File: config.mk
export PLATFORM = sky130hd
export DESIGN_NAME = sdr_top
export DESIGN_NICKNAME = d
export VERILOG_FILES = /design/src/rtl/sdr_pkg.sv /design/src/rtl/sdr_sync.sv /design/src/rtl/sdr_top.sv
export VERILOG_INCLUDE_DIRS = /design/src /design/src/rtl
export SDC_FILE = /design/constraint.sdc
export NUM_CORES = 1
export LEC_CHECK = 0
export BUFFER_PORTS_ARGS = -buffer_cell sky130_fd_sc_hd__buf_2
export CORE_UTILIZATION = 35
export CTS_BUF_LIST = sky130_fd_sc_hd__clkbuf_8
export DETAILED_ROUTE_END_ITERATION = 10
export PLACE_DENSITY = 0.51
export SYNTH_ARGS = -nofsm -noshare
export SYNTH_HDL_FRONTEND = slang
export SYNTH_SLANG_ARGS = --single-unit
File: constraint.sdc
create_clock -name SYS_CLK -period 6.76 [get_ports SYS_CLK]
set_input_delay 0.338 -clock SYS_CLK [delete_from_list [all_inputs] [get_ports SYS_CLK]]
set_output_delay 0.338 -clock SYS_CLK [all_outputs]
set_load 0.01 [all_outputs]
File: src/rtl/sdr_consts.svh
// named constants of the serial diagnosis read-out block
// assumes inclusion by bare name from package and modules
`ifndef SDR_CONSTS_SVH
`define SDR_CONSTS_SVH
// ==========================================================
// frame layout
`define SDR_FRAME_BITS 5'h10
`define SDR_CNT_ZERO 5'h00
`define SDR_WORD_ZERO 16'h0000
// ==========================================================
// control byte codes
`define SDR_CMD_DIAG_LO 8'h00
`define SDR_CMD_DIAG_HI 8'h0f
`define SDR_CMD_RDBK_LO 8'hc0
`define SDR_CMD_RDBK_HI 8'hcf
`define SDR_NIB_ECHO 4'ha
`define SDR_NIB_LOW 4'h0
`define SDR_NIB_HIGH 4'hf
// ==========================================================
// two-bit diagnosis codes
`define SDR_DG_OK 2'b11
`define SDR_DG_OVL 2'b10
`define SDR_DG_OPEN 2'b01
`define SDR_DG_GND 2'b00
// ==========================================================
// synchroniser width: sclk, cs, si, 16 inputs, 48 fault lines
`define SDR_SYNC_W 67
`endif

File: src/rtl/sdr_pkg.sv
// types shared by the serial diagnosis read-out block
// assumes sdr_consts.svh on the include path
`include "sdr_consts.svh"
package sdr_pkg;
	// ==========================================================
	// prepared answer for the next frame
	typedef enum logic [2:0] {
		SDR_IDLE = 3'b000,    // answer reads zero
		SDR_DIAG_LO = 3'b001, // two-bit diagnosis, channels 1-8
		SDR_DIAG_HI = 3'b010, // two-bit diagnosis, channels 9-16
		SDR_RDBK_LO = 3'b011, // read-back, channels 1-8
		SDR_RDBK_HI = 3'b100, // read-back, channels 9-16
		SDR_ECHO = 3'b101     // si looped to so
	} sdr_mode_e;
	// ==========================================================
	// per-channel fault condition lines
	typedef struct packed {
		logic [15:0] ovl;  // overload or overtemperature
		logic [15:0] open; // open load
		logic [15:0] gnd;  // short to ground
	} sdr_fault_s;
	// synchronised serial pins
	typedef struct packed {
		logic sclk; // serial clock
		logic cs;   // chip select, active high here
		logic si;   // serial data in
	} sdr_spi_s;
endpackage

File: src/rtl/sdr_sync.sv
// two-flop synchroniser for a bundle of pin levels
// assumes level inputs only; resets every stage to zero
`timescale 1ns/10ps
`default_nettype none
`include "sdr_consts.svh"
module sdr_sync #(
	parameter int W = `SDR_SYNC_W
) (
	// clock and reset
	input wire logic clk,
	input wire logic rst,
	// levels
	input wire logic [W-1:0] d,
	output logic [W-1:0] q
);
	logic [W-1:0] meta_r; // first stage, read only by q
	logic [W-1:0] meta_nxt;
	logic [W-1:0] q_nxt;
	// ==========================================================
	// next values
	always_comb begin
		meta_nxt = d;
		q_nxt = meta_r;
	end
	// registers
	always_ff @(posedge clk or posedge rst) begin
		if (rst) begin
			meta_r <= '0;
			q <= '0;
		end else begin
			meta_r <= meta_nxt;
			q <= q_nxt;
		end
	end
endmodule // sdr_sync
`default_nettype wire

File: src/rtl/sdr_top.sv
// serial command decoder for the diagnosis read-out options
// assumes spi mode 0 master, sclk well below SYS_CLK / 4
`timescale 1ns/10ps
`default_nettype none
`include "sdr_consts.svh"
module sdr_top (
	// clock and reset
	input wire logic SYS_CLK,
	input wire logic RESET,
	// serial pins
	input wire logic SCLK,
	input wire logic CS_N,
	input wire logic SI,
	output logic SO,
	output logic SO_EN,
	// channel state
	input wire logic [15:0] IN_PAR,
	input wire sdr_pkg::sdr_fault_s FAULT
);
	// ==========================================================
	// synchronised pins
	logic [`SDR_SYNC_W-1:0] sync_q;
	sdr_pkg::sdr_spi_s spi;     // synced serial pins
	logic [15:0] in_s;          // synced parallel inputs
	sdr_pkg::sdr_fault_s flt_s; // synced fault lines
	sdr_sync #(.W(`SDR_SYNC_W)) u_sync (
		.clk(SYS_CLK),
		.rst(RESET),
		.d({SCLK, ~CS_N, SI, IN_PAR, FAULT}),
		.q(sync_q)
	);
	assign {spi, in_s, flt_s} = sync_q;
	// ==========================================================
	// state
	logic sclk_d_r, sclk_d_nxt;     // previous sclk level
	logic cs_d_r, cs_d_nxt;         // previous cs level
	logic [15:0] rx_r, rx_nxt;      // received bits
	logic [15:0] tx_r, tx_nxt;      // answer being shifted
	logic [4:0] cnt_r, cnt_nxt;     // bits in this frame
	logic echo_r, echo_nxt;         // loop active this frame
	sdr_pkg::sdr_mode_e mode_r, mode_nxt;
	logic so_nxt, so_en_nxt;
	logic [15:0] ovl_r, ovl_nxt;    // sticky fault latches
	logic [15:0] open_r, open_nxt;
	logic [15:0] gnd_r, gnd_nxt;
	logic [15:0] clr;               // latch clear this cycle
	logic [15:0] word;              // answer loaded at cs fall
	// edge strobes, all one-cycle pulses
	wire cs_fall = spi.cs & ~cs_d_r;
	wire cs_rise = ~spi.cs & cs_d_r;
	wire sclk_up = spi.cs & spi.sclk & ~sclk_d_r;
	wire sclk_dn = spi.cs & ~spi.sclk & sclk_d_r;
	// ==========================================================
	// two-bit code of one channel; overload outranks open load
	function automatic logic [1:0] dg_code(input logic o, input logic p,
			input logic g);
		if (o)
			dg_code = `SDR_DG_OVL;
		else if (p)
			dg_code = `SDR_DG_OPEN;
		else if (g)
			dg_code = `SDR_DG_GND;
		else
			dg_code = `SDR_DG_OK;
	endfunction
	// diagnosis word of eight channels, highest channel first
	function automatic logic [15:0] dg_word(input logic [7:0] o,
			input logic [7:0] p, input logic [7:0] g);
		dg_word = `SDR_WORD_ZERO;
		for (int i = 0; i < 8; i++)
			dg_word[2*i +: 2] = dg_code(o[i], p[i], g[i]);
	endfunction
	// decode a control byte into the prepared answer
	function automatic sdr_pkg::sdr_mode_e decode(input logic [7:0] c);
		if (c[7:4] == `SDR_NIB_ECHO)
			decode = sdr_pkg::SDR_ECHO;
		else if (c == `SDR_CMD_DIAG_LO)
			decode = sdr_pkg::SDR_DIAG_LO;
		else if (c == `SDR_CMD_DIAG_HI)
			decode = sdr_pkg::SDR_DIAG_HI;
		else if (c == `SDR_CMD_RDBK_LO)
			decode = sdr_pkg::SDR_RDBK_LO;
		else if (c == `SDR_CMD_RDBK_HI)
			decode = sdr_pkg::SDR_RDBK_HI;
		else
			decode = sdr_pkg::SDR_IDLE; // unknown: answer zero
	endfunction
	// ==========================================================
	// answer word and latch clear for the frame now starting
	always_comb begin
		word = `SDR_WORD_ZERO;
		clr = `SDR_WORD_ZERO;
		case (mode_r)
			sdr_pkg::SDR_DIAG_LO: begin
				word = dg_word(ovl_r[7:0], open_r[7:0], gnd_r[7:0]);
				clr[7:0] = {8{cs_fall}};
			end
			sdr_pkg::SDR_DIAG_HI: begin
				word = dg_word(ovl_r[15:8], open_r[15:8],
					gnd_r[15:8]);
				clr[15:8] = {8{cs_fall}};
			end
			sdr_pkg::SDR_RDBK_LO: begin
				word = {in_s[7:0],
					~(ovl_r[7:0] | open_r[7:0] | gnd_r[7:0])};
			end
			sdr_pkg::SDR_RDBK_HI: begin
				word = {in_s[15:8],
					~(ovl_r[15:8] | open_r[15:8] | gnd_r[15:8])};
			end
			default: begin
				word = `SDR_WORD_ZERO; // idle and echo load zero
			end
		endcase
	end
	// ==========================================================
	// fault latches: a new event wins over a clear in one cycle
	always_comb begin
		ovl_nxt = (ovl_r & ~clr) | flt_s.ovl;
		open_nxt = (open_r & ~clr) | flt_s.open;
		gnd_nxt = (gnd_r & ~clr) | flt_s.gnd;
	end
	always_ff @(posedge SYS_CLK or posedge RESET) begin
		if (RESET) begin
			ovl_r <= `SDR_WORD_ZERO;
			open_r <= `SDR_WORD_ZERO;
			gnd_r <= `SDR_WORD_ZERO;
		end else begin
			ovl_r <= ovl_nxt;
			open_r <= open_nxt;
			gnd_r <= gnd_nxt;
		end
	end
	// ==========================================================
	// serial frame: shift in on rising sclk, out on falling
	always_comb begin
		sclk_d_nxt = spi.sclk;
		cs_d_nxt = spi.cs;
		rx_nxt = rx_r;
		tx_nxt = tx_r;
		cnt_nxt = cnt_r;
		echo_nxt = echo_r;
		mode_nxt = mode_r;
		so_nxt = SO;
		so_en_nxt = spi.cs;
		if (cs_fall) begin
			// frame start: present the prepared answer msb first
			tx_nxt = word;
			so_nxt = word[15];
			cnt_nxt = `SDR_CNT_ZERO;
			echo_nxt = (mode_r == sdr_pkg::SDR_ECHO);
			if (mode_r == sdr_pkg::SDR_ECHO)
				so_nxt = spi.si;
		end else if (cs_rise) begin
			// frame end: only the control byte counts
			if (echo_r)
				mode_nxt = sdr_pkg::SDR_IDLE;
			else if (cnt_r == `SDR_FRAME_BITS)
				mode_nxt = decode(rx_r[15:8]);
			else
				mode_nxt = sdr_pkg::SDR_IDLE; // short frame dropped
			echo_nxt = 1'b0;
			rx_nxt = `SDR_WORD_ZERO;
			so_nxt = 1'b0;
		end else if (spi.cs) begin
			if (sclk_up) begin
				rx_nxt = {rx_r[14:0], spi.si};
				if (cnt_r != `SDR_FRAME_BITS)
					cnt_nxt = cnt_r + 5'h01;
			end
			if (sclk_dn) begin
				tx_nxt = {tx_r[14:0], 1'b0};
				so_nxt = tx_r[14];
			end
			// loop is a plain copy, nothing is processed
			if (echo_r)
				so_nxt = spi.si;
		end else begin
			so_nxt = 1'b0; // idle line low while deselected
		end
	end
	always_ff @(posedge SYS_CLK or posedge RESET) begin
		if (RESET) begin
			sclk_d_r <= 1'b0;
			cs_d_r <= 1'b0;
			rx_r <= `SDR_WORD_ZERO;
			tx_r <= `SDR_WORD_ZERO;
			cnt_r <= `SDR_CNT_ZERO;
			echo_r <= 1'b0;
			mode_r <= sdr_pkg::SDR_IDLE;
			SO <= 1'b0;
			SO_EN <= 1'b0;
		end else begin
			sclk_d_r <= sclk_d_nxt;
			cs_d_r <= cs_d_nxt;
			rx_r <= rx_nxt;
			tx_r <= tx_nxt;
			cnt_r <= cnt_nxt;
			echo_r <= echo_nxt;
			mode_r <= mode_nxt;
			SO <= so_nxt;
			SO_EN <= so_en_nxt;
		end
	end
	// ==========================================================
	// checks
	diag_lo_dec_a: assert property (
		@(posedge SYS_CLK) disable iff (RESET)
		(cs_rise && !echo_r && cnt_r == `SDR_FRAME_BITS &&
		rx_r[15:8] == `SDR_CMD_DIAG_LO) |=> mode_r == sdr_pkg::SDR_DIAG_LO)
		else $error("diag low command not decoded");
	diag_hi_dec_a: assert property (
		@(posedge SYS_CLK) disable iff (RESET)
		(cs_rise && !echo_r && cnt_r == `SDR_FRAME_BITS &&
		rx_r[15:8] == `SDR_CMD_DIAG_HI) |=> mode_r == sdr_pkg::SDR_DIAG_HI)
		else $error("diag high command not decoded");
	rdbk_dec_a: assert property (
		@(posedge SYS_CLK) disable iff (RESET)
		(cs_rise && !echo_r && cnt_r == `SDR_FRAME_BITS &&
		rx_r[15:8] == `SDR_CMD_RDBK_LO) |=> mode_r == sdr_pkg::SDR_RDBK_LO)
		else $error("read-back low command not decoded");
	rdbk_load_a: assert property (
		@(posedge SYS_CLK) disable iff (RESET)
		(cs_fall && mode_r == sdr_pkg::SDR_RDBK_HI) |=>
		tx_r[15:8] == $past(in_s[15:8]))
		else $error("read-back word lacks input states");
	diag_load_a: assert property (
		@(posedge SYS_CLK) disable iff (RESET)
		(cs_fall && mode_r == sdr_pkg::SDR_DIAG_LO) |=>
		SO == $past(word[15]) && SO_EN)
		else $error("diagnosis msb not presented at frame start");
	echo_loop_a: assert property (
		@(posedge SYS_CLK) disable iff (RESET)
		(echo_r && spi.cs && !cs_rise) |=> SO == $past(spi.si))
		else $error("echo loop does not follow si");
	latch_clr_a: assert property (
		@(posedge SYS_CLK) disable iff (RESET)
		(cs_fall && mode_r == sdr_pkg::SDR_DIAG_HI) |=>
		ovl_r[15:8] == $past(flt_s.ovl[15:8]))
		else $error("read diagnosis latches not cleared");
	echo_once_a: assert property (
		@(posedge SYS_CLK) disable iff (RESET)
		(cs_rise && echo_r) |=> mode_r == sdr_pkg::SDR_IDLE && !echo_r)
		else $error("echo loop stayed closed");
	frame_cnt_a: assert property (
		@(posedge SYS_CLK) disable iff (RESET)
		cs_fall |=> cnt_r == `SDR_CNT_ZERO ##1 cnt_r <= `SDR_FRAME_BITS)
		else $error("bit counter not restarted at frame start");
endmodule // sdr_top
`default_nettype wire

### Word level (Yosys, flattened, before mapping)

Index checks and enable logic that the tools add are counted.
W data, S select, Z words.

| word-level totals | value |
|---|---|
| output and inout port bits | 2 |
| bits of input ports | 69 |
| register bits | 225 |
| logic and storage cells | 142 |

| cells by class | value |
|---|---|
| bitwise logic cells | 25 |
| mux-type cells | 78 |
| reductions and logical operators | 12 |
| equality and inequality tests | 13 |
| add/sub/neg operators | 1 |

Operators with widths:

| cell | number |
|---|---|
| $mux W2 | 48 |
| $pmux W16 S4 | 1 |
| $mux W15 | 4 |
| $and A16 B16 Y16 | 3 |
| $mux W16 | 3 |
| $or A16 B16 Y16 | 3 |
| $or A8 B8 Y8 | 4 |
| $mux W5 | 5 |
| $mux W3 | 7 |
| $eq A8 B8 Y1 const B | 2 |
| $mux W8 | 2 |
| $not A16 Y16 | 1 |
| $not A8 Y8 | 2 |
| $reduce_bool A2 Y1 | 7 |
| $ne A5 B5 Y1 const B | 2 |
| $eq A8 B4 Y1 const B | 1 |
| $logic_not A8 Y1 | 1 |
| $mux W1 | 8 |
| $and A1 B1 Y1 | 6 |
| $eq A3 B2 Y1 const B | 2 |
| $eq A3 B3 Y1 const B | 2 |
| $not A1 Y1 | 6 |
| $reduce_and A3 Y1 | 2 |
| $add A5 B1 Y5 const B | 1 |
| 6 further kinds | 6 |

### Logic depth before layout (Yosys ltp)

| depth | value |
|---|---|
| depth after elaboration | 8 |
| gate-level depth with buffers | 8 |
| depth with buffers taken out | 6 |

### Modules after synthesis

A second synthesis with hierarchy kept.

| unflattened totals | value |
|---|---|
| cells, all modules | 560 |
| area total of the unflattened synthesis | 7,746.2 um2 |

Modules (own cells, without submodules):

| module | cells an instance | area an instance (um2) | times used |
|---|---|---|---|
| sdr_top | 425 | 4,389.2 | 1 |
| sdr_sync | 135 | 3,357.0 | 1 |

### Least setup slack after synthesis

OpenSTA, ideal clock, no wires.

| timing path | value |
|---|---|
| path type | register -> register |
| from | register cs_d_r |
| to | register tx_r[14] |
| buffers on the path | 2 |
| setup slack | 4,983 ps |
| cell stages (with the launch flop) | 8 |
| required time | 6,634 ps |
| arrival time | 1,651 ps |
| period minus slack after synthesis | 1,777 ps |
| cell sequence | dfrtp_1 inv_1 ha_1 buf_2 o21bai_1 clkbuf_1 nor3b_1 a221o_1 |

| between the ends | value |
|---|---|
| cells in the longest elaborated chain, start to end | 4 |

Ends and longest elaborated chain:

| element | RTL line | source |
|---|---|---|
| start, declared | sdr_top.sv:36 | `logic cs_d_r, cs_d_nxt;` |
| start signal, assigned | sdr_top.sv:195 | `cs_d_r <= cs_d_nxt;` |
| $not A1 Y1 | sdr_top.sv:49 | `wire cs_fall = spi.cs & ~cs_d_r;` |
| $and A1 B1 Y1 | sdr_top.sv:49 |  |
| $ne A2 B2 Y1 (no line) / $reduce_bool A2 Y1 (equally long branches) | n/a |  |
| $reduce_and A3 Y1 (no line) | n/a |  |
| end signal, assigned | sdr_top.sv:187 | `` tx_r <= `SDR_WORD_ZERO; `` |
| end signal, assigned | sdr_top.sv:197 | `tx_r <= tx_nxt;` |
| end, declared | sdr_top.sv:38 | `logic [15:0] tx_r, tx_nxt;` |

Several ways; a longest one is shown, not always the timed one.
A chain may end at the register's enable or synchronous reset.

### Final worst setup path

| timing path | value |
|---|---|
| from | register cs_d_r |
| to | register tx_r[7] |

The elaborated chain is that of the path after synthesis.

==> metrics.yaml <==
grt:
  grt-ovfl-total: 0
  grt_start_max_net_pins: 155
  grt_first_pass_wirelength_um: 25300
  number_of_antenna_violations_at_the_first_check_in_global_routing: 0
  grt_overall_usage: 0.141
  grt_pass1_vias: 5077
worst_setup_path:
  critical_path_top_delay_cell: "ha_1"
  startpoint_of_the_worst_setup_timing_path: "cs_d_r$_DFF_PP0_"
  crit_path_end_kind: "flip-flop"
  worstSetupPathType: "flip-flop to flip-flop"
  crit_path_cell_trace: "inv_1 > ha_1 > o21bai_2 > nor2_1 > a221o_1"
  delay_of_the_slowest_cell_on_the_worst_path_ps: 830
  worst_ep_arrival_time_ps: 3450
  crit_buf_inv: 1
  crit_path_max_fanout: 31
  worstReg2RegStart: "cs_d_r$_DFF_PP0_"
  family_with_the_most_delay_on_the_worst_path: "adder cells"
  worst_setup_path_start_kind: "flip-flop"
  worst-endpoint-required_ps: 7210
floorplan:
  core_mm2: 0.0219
  die_area_mm2: 0.0230
  die_w_um: 152
  die-height_um: 152
  design.portCount: 71
  core.rowCount: 54
  initial_utilization: 0.358
timing:
  slew_viol_final: 0
  fin_hold_ws_ps: 59.9
  setup_viol: 0
  fin_worst_skew_ps: 25.6
  timing.final.hold_violations: 0
  tcrit_tclk_final: 0.443
  measured_slew_at_the_worst_slew_check_pin_ps: 1100
  timing.setup.tns_ps: 0
  maxSlewHeadroom: 0.263
  grt_setup_unrepaired: "false"
  clock.fmax_mhz: 334
  finalWorstPathRequiredPeriod_ps: 3000
flow_run:
  cap_violations: 0
clock_network:
  clock_tree_from_tritoncts: "done"
  post_cts_setup_driven_buffer_insertion_count: 0
  cts.sinks: 225
  cts.clk_slew.worst_paths_ps: 60
  tritoncts.num_buffers: 38
  clock_tree.buffer_depth: 3
  clock_latency_ps: 540
  ctsHtreeMaxLevel: 2
  clockRootBuffer: "clkbuf_8"
yosys:
  yosys.area.top_type: "dfrtp_1"
  mapped_cells: 564
  synth.ff_latch_count: 225
  post_synth_mux_area_share: 0.00639
  synth-xor-area-share: 0.00112
  synth_area_in_simple_gates: 0.112
  synth-edff-count: 0
  synth_fp_nets: 638
  ys.flop_type: "dfrtp_1"
  synth_area_leaders: "dfrtp_1 (72%), a21o_1 (4.7%), o21ai_0 (2.3%), a221o_1 (1.9%), nand2b_1 (1.5%)"
  synthAdderAreaFrac: 0.00799
  synth.yosys.seq_area_share: 0.719
  largest_family_of_logic_cells_by_synthesized_area: "compound AO/OA/AOI/OAI gates"
  synth_area_per_cell_um2: 13.9
  asyncSetResetFlopFracSynth: 1.00
  synthesis.yosys.warnings: 0
  synth_largest_type_area_fraction: 0.719
  yosysMostFrequentCell: "dfrtp_1"
  syn_area_mm2: 0.00783
  synth_compound_gate_area_share: 0.125
  synth.lib_cells_used.distinct: 46
  synthTopCellsByCount: "dfrtp_1 (225), a21o_1 (49), o21ai_0 (36)"
final_layout:
  proportion_of_layout_cells_with_a_drive_suffix_above_1: 0.194
  antenna-diode-count: 0
  area_growth_pct: 26.2
  final_nets: 793
pwr:
  net_sw_frac: 0.227
  seqPwrFrac: 0.515
  p_int_mw: 2.14
  p_total_mw: 2.77
  vdd_drop_max_mv: 0.155
  power.clock.fraction: 0.442
  power_density_mw_per_mm2: 281
  leakage_nw: 4.30
  pwr-share-comb: 0.043
  power.net_switching_mw: 0.629
drt:
  detailedRoute.firstPassIterationCount: 4
  route.detailed.wl_per_inst_um: 14.8
  drt_drc_violations_left: 0
  route.final.wire_length_um: 15200
  detailedRoute.firstIterationViolations: 207
  routed-via-count: 4850
  route.detailed.vias_per_inst: 4.71
  drtAntennaViolNets: 0
placement:
  gp_congestion: 0.777
  port_buffers: 70
  dp.final_hpwl_um: 9560
min_path:
  path_type_of_the_worst_min_delay_path: "input port to asynchronous set/reset pin"
run_status:
  outcome: "finished, final reports clean"
-- sequential cells by signal, indices dropped and copies added, names as in the netlist --
register	cells
u_sync.q	67
gnd_r	16
ovl_r	16
u_sync.meta_r	67
tx_r	15
open_r	16
cnt_r	5
echo_r	1
sclk_d_r	1
rx_r	16
SO	1
mode_r	3
cs_d_r	1
-- worst register-to-register path, delay by kind of cell, from the launching register on --
kind | cells | cell delay [ps]
and+or+nand+nor | 1 | 790
DFF | 1 | 400
AOI/OAI and AO/OA | 2 | 840
buffers and inverters | 1 | 90
adders and majority gates | 1 | 830
-- worst paths after layout --
| check | to | slack (ps) | cells after the start |
|---|---|---|---|
| setup / recovery | tx_r[7]$_DFFE_PP0P_ | 3760 | 5 |
| hold / removal | u_sync.meta_r[66]$_DFF_PP0_ | 60 | 2 |
| setup reg to reg | tx_r[7]$_DFFE_PP0P_ | 3760 | 5 |
| hold reg to reg | u_sync.q[30]$_DFF_PP0_ | 340 | 0 |
| max in group asynchronous | u_sync.meta_r[21]$_DFF_PP0_ | 5260 | 3 |
| min in group SYS_CLK | u_sync.q[30]$_DFF_PP0_ | 340 | 0 |
-- area by class of cell --
type	count	area, um2
inverters	21	86.3
repair buffers	139	1040
clock inverters	26	191
flip-flops and latches	225	5630
well taps	280	350
clock buffers	44	606
fillers	2027	12000
multi-input cells	294	1980
-- through the flow --
stage	std cells	setup slack (ps)	util	area (um2)
floorplan	564	259	-	7830
global placement	892	3920	0.384	8420
detailed placement	892	3800	0.384	8420
CTS	1029	3780	0.451	9880
global route	1029	3520	0.451	9880
finish	1029	3760	0.451	9880
-- power groups by stage --
stage | Clock, mW | Sequential [mW] | Combinational [mW]
floorplan | 0 | 1.44 | 0.0574
global placement | 0 | 1.45 | 0.0886
detailed placement | 0 | 1.45 | 0.0938
CTS | 1.27 | 1.43 | 0.124
global route | 1.34 | 1.43 | 0.139
finish | 1.23 | 1.43 | 0.120
-- cell usage in the layout (no fill, tap or decap), types with 9 or more instances in the layout --
cell,netlist,layout
a21o_1,49,49
a221o_1,15,15
buf_2,8,70
clkbuf_8,0,44
dfrtp_1,225,225
dlygate4sd3_1,0,67
inv_1,21,31
nand2_1,25,25
nand2b_1,19,19
nand4_1,9,9
nor2_1,24,24
nor2b_1,12,12
nor3_1,13,13
nor3b_1,11,11
nor4_1,9,9
o21ai_0,36,36
-- layer usage --
metal / GRT usage / wire, um / vias to the layer above
li1: - / - / 2294
met1: 0.178 / 6730 / 2405
met2: 0.237 / 7440 / 124
met3: 0.0326 / 747 / 27
met4: 0.0510 / 292 / 0
met5: 0 / 0 / -
-- timing repair --
item                                   in CTS  in global routing
resized for setup                           0                  0
hold buffers                               67                  0
endpoints found under the hold margin      67                  0
-- logic make-up after synthesis --
group / count (synthesis)
XOR/XNOR: 1
flip-flops: 225
AO/OA/AOI/OAI: 134
multiplexers: 5
AND/OR/NAND/NOR: 149
buffers and inverters: 45
adder cells (fa/ha/maj): 5
(Power assumes the default switching activity.)
